`config.mk`:
```
export PLATFORM = sky130hd
export DESIGN_NAME = rcr_top
export DESIGN_NICKNAME = d
export VERILOG_FILES = /design/src/rcr_pkg.sv /design/src/rcr_top.sv
export SDC_FILE = /design/constraint.sdc
export NUM_CORES = 1
export LEC_CHECK = 0
export BUFFER_PORTS_ARGS = -buffer_cell sky130_fd_sc_hd__buf_2
export CAP_MARGIN = 15
export CORE_ASPECT_RATIO = 1.75
export CORE_UTILIZATION = 43
export CTS_CLUSTER_DIAMETER = 40
export CTS_CLUSTER_SIZE = 30
export DETAILED_ROUTE_END_ITERATION = 12
export PLACE_DENSITY = 0.82
export SETUP_SLACK_MARGIN = 0.05
export SLEW_MARGIN = 20
export SYNTH_ARGS = -nofsm -noshare
export SYNTH_HDL_FRONTEND = slang
export SYNTH_SLANG_ARGS = --single-unit
```
`constraint.sdc`:
```
create_clock -name clk -period 1.67 [get_ports clk]
set_input_delay 0.0835 -clock clk [delete_from_list [all_inputs] [get_ports clk]]
set_output_delay 0.0835 -clock clk [all_outputs]
set_load 0.01 [all_outputs]
```
`src/rcr_pkg.sv`:
```
// package: register map, flag positions, reset values and event carrier
package rcr_pkg;
  localparam logic [3:0] OFS_BROWNOUT = 4'h0;
  localparam logic [3:0] OFS_CAUSE = 4'h4;
  localparam logic [3:0] OFS_STATUS = 4'h8;
  localparam int BIT_STACK_HIGH = 7;
  localparam int BIT_STACK_LOW = 6;
  localparam int BIT_EXT_PIN = 3;
  localparam int BIT_SOFT_RST = 2;
  localparam int BIT_POWER_ON = 1;
  localparam int BIT_BROWNOUT = 0;
  localparam int BIT_WDT_EXP = 4;
  localparam int BIT_SLEEP = 3;
  localparam int BIT_SW_BOR_EN = 7;
  localparam int BIT_BOR_READY = 0;
  localparam logic [7:0] CAUSE_MASK = 8'hCF;
  localparam logic [7:0] STATUS_MASK = 8'h18;
  localparam logic [7:0] CAUSE_POR_VAL = 8'h0C;
  localparam logic [7:0] STATUS_POR_VAL = 8'h18;
  localparam logic SW_BOR_EN_POR_VAL = 1'b1;
  localparam int PC_W = 15;
  localparam logic [PC_W-1:0] RESET_VEC = 15'h0000;
  localparam logic [PC_W-1:0] IRQ_VEC = 15'h0004;
  localparam logic [1:0] BOR_MODE_SW = 2'h1;
  localparam logic [1:0] RESP_OKAY = 2'h0;
  localparam logic [1:0] RESP_SLVERR = 2'h2;
  typedef struct packed {
    logic bor;
    logic pin;
    logic wdt;
    logic irq_wake;
    logic reset_instr;
    logic stack_high;
    logic stack_low;
  } rcr_evt_type;
endpackage : rcr_pkg

```
`src/rcr_top.sv`:
```
// reset cause recorder with its axi4-lite register slave
// Operation
// - every reset or wake updates flags, vector
// - power-on: power flag 0, stacks 0, pin/soft 1
// - brown-out: clear flag, stacks; set pin/soft
// - pin reset clears pin flag; firmware resets it
// - reset instruction clears soft flag, restarts
// - enabled stack overflow sets high flag
// - enabled stack underflow sets low flag
// - cause bits 5 and 4 read zero
// - power-on and brown-out set expiry, sleep
// - pin reset asleep: expiry 1, sleep 0
// - pin reset awake leaves status alone
// - watchdog wake: clear both, continue next
// - interrupt wake: next first, then vector
// - unimplemented status bits read zero
// - watchdog reset awake clears expiry, restarts
// - software enable acts only in software mode
`timescale 1ns/1ps
`default_nettype none
module rcr_top
  import rcr_pkg::*;
(
  input wire logic clk,
  input wire logic rst,
  input wire logic [3:0] s_axi_awaddr,
  input wire logic s_axi_awvalid,
  output logic s_axi_awready,
  input wire logic [31:0] s_axi_wdata,
  input wire logic [3:0] s_axi_wstrb,
  input wire logic s_axi_wvalid,
  output logic s_axi_wready,
  output logic [1:0] s_axi_bresp,
  output logic s_axi_bvalid,
  input wire logic s_axi_bready,
  input wire logic [3:0] s_axi_araddr,
  input wire logic s_axi_arvalid,
  output logic s_axi_arready,
  output logic [31:0] s_axi_rdata,
  output logic [1:0] s_axi_rresp,
  output logic s_axi_rvalid,
  input wire logic s_axi_rready,
  input wire rcr_evt_type evt,
  input wire logic asleep,
  input wire logic stack_fault_reset_enable,
  input wire logic global_irq_enable,
  input wire logic [1:0] brownout_mode,
  input wire logic brownout_ready,
  input wire logic [PC_W-1:0] cur_pc,
  output logic pc_load,
  output logic [PC_W-1:0] pc_target,
  output logic irq_redirect,
  output logic brownout_enable
);

  // ********************************
  // bus slave
  // ********************************
  logic aw_held;
  logic w_held;
  logic [3:0] aw_addr;
  logic [7:0] w_byte;
  logic w_lane0;
  logic [7:0] cause;
  logic [7:0] status;
  logic sw_bor_en;

  function automatic logic mapped(input logic [3:0] a);
    mapped = (a == OFS_BROWNOUT) || (a == OFS_CAUSE) || (a == OFS_STATUS);
  endfunction : mapped

  wire wr_fire = aw_held && w_held && !s_axi_bvalid;
  wire wr_cause = wr_fire && w_lane0 && (aw_addr == OFS_CAUSE);
  wire wr_bor = wr_fire && w_lane0 && (aw_addr == OFS_BROWNOUT);
  wire rd_fire = s_axi_arvalid && s_axi_arready;
  // status is read only: expiry and sleep flags belong to hardware
  wire [7:0] bor_view = {sw_bor_en, 6'h00, brownout_ready};
  wire [7:0] rd_byte = (s_axi_araddr == OFS_BROWNOUT) ? bor_view :
                       (s_axi_araddr == OFS_CAUSE) ? (cause & CAUSE_MASK) :
                       (s_axi_araddr == OFS_STATUS) ? (status & STATUS_MASK) : 8'h00;

  always_ff @(posedge clk)
  begin
    if (rst)
    begin
      aw_held <= 1'b0;
      w_held <= 1'b0;
      aw_addr <= 4'h0;
      w_byte <= 8'h00;
      w_lane0 <= 1'b0;
      s_axi_awready <= 1'b0;
      s_axi_wready <= 1'b0;
      s_axi_bvalid <= 1'b0;
      s_axi_bresp <= RESP_OKAY;
      s_axi_arready <= 1'b0;
      s_axi_rvalid <= 1'b0;
      s_axi_rdata <= 32'h0000_0000;
      s_axi_rresp <= RESP_OKAY;
    end
    else
    begin
      s_axi_awready <= !aw_held && !(s_axi_awvalid && s_axi_awready);
      s_axi_wready <= !w_held && !(s_axi_wvalid && s_axi_wready);
      if (s_axi_awvalid && s_axi_awready)
      begin
        aw_held <= 1'b1;
        aw_addr <= s_axi_awaddr;
      end
      if (s_axi_wvalid && s_axi_wready)
      begin
        w_held <= 1'b1;
        w_byte <= s_axi_wdata[7:0];
        w_lane0 <= s_axi_wstrb[0];
      end
      if (wr_fire)
      begin
        aw_held <= 1'b0;
        w_held <= 1'b0;
        s_axi_bvalid <= 1'b1;
        s_axi_bresp <= mapped(aw_addr) ? RESP_OKAY : RESP_SLVERR;
      end
      else if (s_axi_bvalid && s_axi_bready)
        s_axi_bvalid <= 1'b0;
      s_axi_arready <= !s_axi_rvalid && !rd_fire;
      if (rd_fire)
      begin
        s_axi_rvalid <= 1'b1;
        s_axi_rdata <= {24'h000000, rd_byte};
        s_axi_rresp <= mapped(s_axi_araddr) ? RESP_OKAY : RESP_SLVERR;
      end
      else if (s_axi_rvalid && s_axi_rready)
        s_axi_rvalid <= 1'b0;
    end
  end

  // ********************************
  // cause and status flags
  // ********************************
  // stack faults only reset the core when the configuration allows it
  wire stk_hi = evt.stack_high && stack_fault_reset_enable;
  wire stk_lo = evt.stack_low && stack_fault_reset_enable;
  wire pin_sleep = evt.pin && asleep;
  wire wdt_sleep = evt.wdt && asleep;
  wire wdt_awake = evt.wdt && !asleep;
  wire true_reset = evt.bor || evt.pin || wdt_awake || evt.reset_instr || stk_hi || stk_lo;
  wire wake = wdt_sleep || evt.irq_wake;
  logic [7:0] next_cause;
  logic [7:0] next_status;

  always_comb
  begin
    // firmware first, then hardware events override bit by bit
    next_cause = wr_cause ? (w_byte & CAUSE_MASK) : cause;
    next_status = status;
    if (stk_hi)
      next_cause[BIT_STACK_HIGH] = 1'b1;
    if (stk_lo)
      next_cause[BIT_STACK_LOW] = 1'b1;
    if (evt.reset_instr)
      next_cause[BIT_SOFT_RST] = 1'b0;
    if (evt.pin)
      next_cause[BIT_EXT_PIN] = 1'b0;
    if (pin_sleep)
    begin
      next_status[BIT_WDT_EXP] = 1'b1;
      next_status[BIT_SLEEP] = 1'b0;
    end
    if (wdt_awake)
      next_status[BIT_WDT_EXP] = 1'b0;
    if (wdt_sleep)
    begin
      next_status[BIT_WDT_EXP] = 1'b0;
      next_status[BIT_SLEEP] = 1'b0;
    end
    if (evt.irq_wake)
    begin
      next_status[BIT_WDT_EXP] = 1'b1;
      next_status[BIT_SLEEP] = 1'b0;
    end
    if (evt.bor)
    begin
      next_cause[BIT_BROWNOUT] = 1'b0;
      next_cause[BIT_STACK_HIGH] = 1'b0;
      next_cause[BIT_STACK_LOW] = 1'b0;
      next_cause[BIT_EXT_PIN] = 1'b1;
      next_cause[BIT_SOFT_RST] = 1'b1;
      next_status[BIT_WDT_EXP] = 1'b1;
      next_status[BIT_SLEEP] = 1'b1;
    end
  end

  always_ff @(posedge clk)
  begin
    if (rst)
    begin
      cause <= CAUSE_POR_VAL;
      status <= STATUS_POR_VAL;
      sw_bor_en <= SW_BOR_EN_POR_VAL;
    end
    else
    begin
      cause <= next_cause & CAUSE_MASK;
      status <= next_status & STATUS_MASK;
      if (wr_bor)
        sw_bor_en <= w_byte[BIT_SW_BOR_EN];
    end
  end

  // ********************************
  // program counter redirect and brown-out enable
  // ********************************
  wire [PC_W-1:0] pc_next = cur_pc + 15'h0001;
  wire bor_on = (brownout_mode == BOR_MODE_SW) ? sw_bor_en :
                (brownout_mode[1] && !(brownout_mode == 2'h2 && asleep));

  always_ff @(posedge clk)
  begin
    if (rst)
    begin
      pc_load <= 1'b1;
      pc_target <= RESET_VEC;
      irq_redirect <= 1'b0;
      brownout_enable <= 1'b0;
    end
    else
    begin
      pc_load <= true_reset || wake;
      pc_target <= true_reset ? RESET_VEC : pc_next;
      irq_redirect <= !true_reset && evt.irq_wake && global_irq_enable;
      brownout_enable <= bor_on;
    end
  end

  // ********************************
  // assertions
  // ********************************
  property p_pin_clear;
    @(posedge clk) disable iff (rst) (evt.pin && !evt.bor) |=> !cause[BIT_EXT_PIN];
  endproperty
  a_pin_clear: assert property (p_pin_clear) else $error("pin reset left flag set");

  property p_bor_flags;
    @(posedge clk) disable iff (rst) evt.bor |=> (cause[7:2] == 6'h03) && !cause[BIT_BROWNOUT] && status == 8'h18;
  endproperty
  a_bor_flags: assert property (p_bor_flags) else $error("brown-out flags wrong");

  property p_soft_vec;
    @(posedge clk) disable iff (rst) evt.reset_instr |=> pc_load && pc_target == RESET_VEC;
  endproperty
  a_soft_vec: assert property (p_soft_vec) else $error("reset instruction vector wrong");

  property p_stack_gate;
    @(posedge clk) disable iff (rst)
      (evt.stack_high && !stack_fault_reset_enable && !wr_cause && !evt.bor && !evt.pin && !evt.reset_instr)
      |=> $stable(cause);
  endproperty
  a_stack_gate: assert property (p_stack_gate) else $error("disabled stack fault changed flags");

  property p_unimpl;
    @(posedge clk) disable iff (rst) cause[5:4] == 2'h0 && (status & ~STATUS_MASK) == 8'h00;
  endproperty
  a_unimpl: assert property (p_unimpl) else $error("unimplemented bit set");

  property p_wdt_wake;
    @(posedge clk) disable iff (rst) (evt.wdt && asleep && !true_reset && !evt.irq_wake)
      |=> status[4:3] == 2'h0 && pc_target == $past(cur_pc) + 15'h0001 && pc_load;
  endproperty
  a_wdt_wake: assert property (p_wdt_wake) else $error("watchdog wake wrong");

  property p_irq;
    @(posedge clk) disable iff (rst) (evt.irq_wake && global_irq_enable && !true_reset)
      |=> irq_redirect ##1 (!irq_redirect || $past(evt.irq_wake));
  endproperty
  a_irq: assert property (p_irq) else $error("interrupt redirect missing");

  property p_hw_wins;
    @(posedge clk) disable iff (rst) (wr_cause && stk_lo && !evt.bor) |=> cause[BIT_STACK_LOW];
  endproperty
  a_hw_wins: assert property (p_hw_wins) else $error("firmware write beat hardware");

  property p_bresp;
    @(posedge clk) disable iff (rst) (s_axi_bvalid && !s_axi_bready) |=> s_axi_bvalid && $stable(s_axi_bresp);
  endproperty
  a_bresp: assert property (p_bresp) else $error("write response dropped");

  c_bor: cover property (@(posedge clk) disable iff (rst) evt.bor ##1 pc_load);
  c_wdt_wake: cover property (@(posedge clk) disable iff (rst) wdt_sleep ##1 pc_load);
  c_irq: cover property (@(posedge clk) disable iff (rst) irq_redirect);
  c_write: cover property (@(posedge clk) disable iff (rst) wr_cause ##1 s_axi_bvalid);

endmodule : rcr_top
`default_nettype wire
```
[After elaboration in Yosys (flattened, before gate mapping)]
Index checks and enable logic that the tools add are counted.
Word-level totals
  output and inout port bits: 59
  bits in read-only memories: 0
  memories kept: 0
  flip-flop bits (word level): 61
  latch bits: 0
  memory bits (writable): 0
  word-level logic and storage cells: 110
Cells by class
  equality and inequality tests: 6
  $lt $le $gt $ge: 0
  bitwise gates (word level): 0
  multiplexer cells: 19
  multiply operators: 0
  div/mod/pow operators: 0
  reductions and logical operators: 57
  shift-type cells: 0
  add/sub/neg operators: 1
Operators with widths (number)
  8-bit two-way mux: 3
  1-bit logical AND: 22
  15-bit by 1-bit adder with 15-bit output, second input constant: 1
  2-bit nonzero test: 6
  1-bit logical OR: 11
  1-bit two-way mux: 11
  1-bit logical NOT: 10
  4-bit by 3-bit == test with 1-bit output, second input constant: 2
  4-bit == test, second input constant: 2
  4-bit logical NOT: 2
  2-bit two-way mux: 4
  3-bit nonzero test: 2
  2-bit OR reduction: 3
  5-bit two-way mux: 1
  3-bit OR reduction: 1
  2-bit by 1-bit == test with 1-bit output, second input constant: 1
  2-bit == test, second input constant: 1

[Depth between registers and ports, before layout]
  depth after elaboration: 9
  depth in mapped cells: 6

[Least setup slack after synthesis]
No wires, ideal clock.
  path type: register to register
  start: register s_axi_bvalid
  end: register sw_bor_en
  data arrival time: 1291 ps
  period minus slack after synthesis: 1411 ps
  buffers on the path: 1
  slack: 259 ps
  cell stages (with the launch flop): 6
  cell sequence: dfxtp_1 -> and3b_1 -> clkbuf_1 -> nand2_1 -> or4_1 -> o31a_1
Between the ends
  word-level cells in the longest chain between the ends: 4
Ends and longest elaborated chain
  start: declaration: line rcr_top.sv:34  | output logic s_axi_bvalid,
  start signal: assignment: line rcr_top.sv:93  | s_axi_bvalid <= 1'b0;
  start signal: assignment: line rcr_top.sv:119  | s_axi_bvalid <= 1'b1;
  start signal: assignment: line rcr_top.sv:123  | s_axi_bvalid <= 1'b0;
  1-bit logical NOT: line rcr_top.sv:72  | wire wr_fire = aw_held && w_held && !s_axi_bvalid;
  1-bit logical AND: line rcr_top.sv:72
  1-bit logical AND (2 in a row): line rcr_top.sv:74  | wire wr_bor = wr_fire && w_lane0 && (aw_addr == OFS_BROWNOUT);
  end signal: assignment: line rcr_top.sv:205  | sw_bor_en <= w_byte[BIT_SW_BOR_EN];
  end: declaration: line rcr_top.sv:66  | logic sw_bor_en;
No other way between the ends.
A chain may end at the register's enable or synchronous reset.

[Final worst setup path]
  start: register aw_addr[1]
  end: register cause[3]
Between the ends
  word-level cells in the longest chain between the ends: 3
Ends and longest elaborated chain
  start: declaration: line rcr_top.sv:61  | logic [3:0] aw_addr;
  start signal: assignment: line rcr_top.sv:107  | aw_addr <= s_axi_awaddr;
  4-bit by 3-bit == test with 1-bit output: line rcr_top.sv:73  | wire wr_cause = wr_fire && w_lane0 && (aw_addr == OFS_CAUSE);
  1-bit logical AND: line rcr_top.sv:73
  2-bit nonzero test (no line)
  end signal: assignment: line rcr_top.sv:202  | cause <= next_cause & CAUSE_MASK;
  end: declaration: line rcr_top.sv:64  | logic [7:0] cause;
No other way between the ends.

==> results_dict.tcl <==
set metrics [dict create \
    final-max-slew-violation-count 0 \
    grt_overflow_total 0 \
    yosys.area.top_type_share_pct 46.93 \
    mappedNetlistArea_um2 2303 \
    yosysUniqueCellTypes 36 \
    violations "DRC" \
    yosys-top-cells-count "54 x dfxtp_1, 30 x nor2_1, 28 x buf_4" \
    areaGrowthSynthToFinish_pct 22.65 \
    hold_path_class "primary input to register" \
    count_of_antenna_violating_nets_left_after_detailed_routing 0 \
    synth-async-reset-ratio_pct 0 \
    grt_max_degree 20 \
    cts_num_sinks 54 \
    top_level_pins 138 \
    status "complete, but fails checks" \
    cts_made_buffers 5 \
    layout_cell_share_with_drive_strength_beyond_1_pct 27.84 \
    drt-wirelength-per-cell_um 11.97 \
    floorplan.initialDensity_pct 45.50 \
    drtIter0Drc 84 \
    yosysTopAreaCell "dfxtp_1" \
    fin_setup_tns_ns 0 \
    worstSetupPathType "register to register" \
    drc 8 \
    power.static_leakage_nw 1.251 \
    most_common_flop_cell_mapped_by_yosys "dfxtp_1" \
    critical_path_arrival_ns 1.57 \
    hpwlAfterDp_mm 3.725 \
    synth_area_per_cell_um2 8.660 \
    vias_in_the_first_global_route 1904 \
    final-instance-count-excl-fill 406 \
    finalNetCount 431 \
    yosys_warnings 0 \
    antenna_found_initial 0 \
    grt_pass1_wl_mm 8.093 \
    sequential_area_share_after_synthesis_pct 46.93 \
    dp_cells 394 \
    synth.ff_latch_count 54 \
    final_hold_viol_count 0 \
    cts_buffer_depth 2 \
    setup-violations-final 0 \
    fp.dieArea_um2 5665 \
    vias 2038 \
    synth_area_leaders "dfxtp_1 47%, buf_4 9.1%, a21oi_1 5.4%, nor2_1 4.9%, nand3_1 4.3%" \
    buffer_ports.inserted 81 \
    maxCapViolCount 0 \
    grt.met3_usage_pct 3.150 \
    synth_edf_count 0 \
    first_pass_iters 9 \
    routed_wire_length_mm 4.861 \
    floorplan.core_area_um2 5062 \
    setup.worst_path.start_class "register" \
    antenna_cells_inserted 0 \
    cts_tree "yes" \
    cellPowerDensity_nw_per_um2 898.8 \
    cts.reportedPaths.clkPinSlew_ns 0.10 \
    die-width_um 57.33 \
    cts_root_buf "clkbuf_8" \
    synthMostInstantiatedCell "dfxtp_1" \
    grt_use_total_pct 17.99 \
    met2_usage_pct 34.12 \
    worst_skew_pair.late_latency_ns 0.30 \
    finalCritPeriodShare_pct 81.95 \
    die_y_um 98.82 \
    met1_usage_pct 19.20 \
    period_needed_ns 1.369 \
    std_cell_rows 34 \
    crit_path_end_kind "register" \
    gpl.final_weighted_congestion 0.8086 \
    detail_route.vias_per_cell 5.020 \
    postCtsSetupBuffers 0 \
    rsz0062_at_grt "no" \
    worst-endpoint-required_ns 1.87 \
    htreeDepth 2 \
    finClkSkew_ns 0.006958 \
    max-vdd-ir-drop_uv 460.1 \
    synthesis.instances 266 \
    grt-busiest-layer "met2" \
    timing.critical_path.fanout_max 6 \
    achievable-frequency_mhz 730.7 \
]
-- kinds of logic (layout without fill, tap and decap cells) --
| kind of cell | Yosys count | count (layout) | share of synthesized area [%] |
|---|---|---|---|
| flops | 54 | 54 | 46.93 |
| mux | 8 | 8 | 3.477 |
| fa+ha+maj | 1 | 1 | 0.5431 |
| simple gates | 105 | 105 | 22.16 |
| buf+inv | 41 | 101 | 11.24 |
| other cells | 1 | 27 | 0.1628 |
| compound gates | 46 | 46 | 11.68 |
| xor+xnor | 10 | 10 | 3.802 |
-- timing repair --
item                       CTS  global route
hold buffers                 4             0
setup endpoints to repair    0             6
hold endpoints to repair     4             0
gates resized for setup      0             2
-- registers in the layout (all words and copies together) (netlist names), 2 cells and up --
| signal | count |
|---|---|
| s_axi_rdata | 7 |
| status | 2 |
| cause | 6 |
| pc_target | 15 |
| w_byte | 6 |
| aw_addr | 4 |
-- cell type report --
| type | instances | area [um2] |
|---|---|---|
| inverters | 4 | 15.01 |
| multi-input cells | 197 | 1069 |
| clock buffers | 5 | 68.82 |
| fillers | 478 | 2237 |
| flip-flops and latches | 54 | 1081 |
| well taps | 54 | 67.56 |
| clock inverters | 3 | 48.80 |
| repair buffers | 89 | 475.5 |
-- per-stage QoR --
step	setup slack [ns]	hold WS, ns	cell area, um2	util, %	power, W
final	0.3015	0.01844	2825	55.81	0.002539
after global routing	0.1049	0.01880	2825	55.81	0.002648
after CTS	0.1188	0.009907	2818	55.66	0.002561
after detailed placement	0.1300	0.3117	2660	52.55	0.001660
after global placement	0.1615	0.3007	2660	52.55	0.001654
after floorplan	0.2590	0.1559	2401	-	0.001580
-- path summary, 6_finish.rpt --
kind                                   from                        to  slack, ns  cells after the start
setup reg to reg    aw_addr[1]$_SDFFE_PP0P_     cause[3]$_SDFFE_PP1P_       0.30                      4
hold reg to reg   s_axi_rvalid$_SDFFE_PP0P_  s_axi_arready$_SDFF_PP0_       0.45                      1
hold / removal                       evt[3]   irq_redirect$_SDFF_PP0_       0.02                      3
setup / recovery    aw_addr[1]$_SDFFE_PP0P_     cause[3]$_SDFFE_PP1P_       0.30                      4
-- placed cells by master (no fill, tap or decap), types with 5 or more instances in the layout --
cell,instances
buf_2,81
dfxtp_1,54
nor2_1,30
conb_1,27
a21oi_1,25
nand2_1,23
nand3_1,20
mux2i_1,8
o21ai_0,8
nor3_1,7
xnor2_1,6
clkbuf_8,5
-- worst max-delay path: stages (launching register included) --
cell and delay (ns):
dfxtp_1 0.34, nor4b_2 0.29, and3_2 0.34, mux2i_1 0.22, o21ai_0 0.08
-- power by group --
group / total (W) / switching [W] / internal [W]
sequential: 0.00136 / 0.0000292 / 0.00133
clock: 0.000898 / 0.000441 / 0.000457
combinational: 0.000284 / 0.000166 / 0.000118
total: 0.00254 / 0.000636 / 0.00190
-- per-layer routing --
metal / wire [um] / vias up
li1: - / 1029
met1: 1876 / 923
met2: 2603 / 80
met3: 291 / 6
met4: 90 / 0
met5: 0 / -
Power figures use the tool's default switching activity.
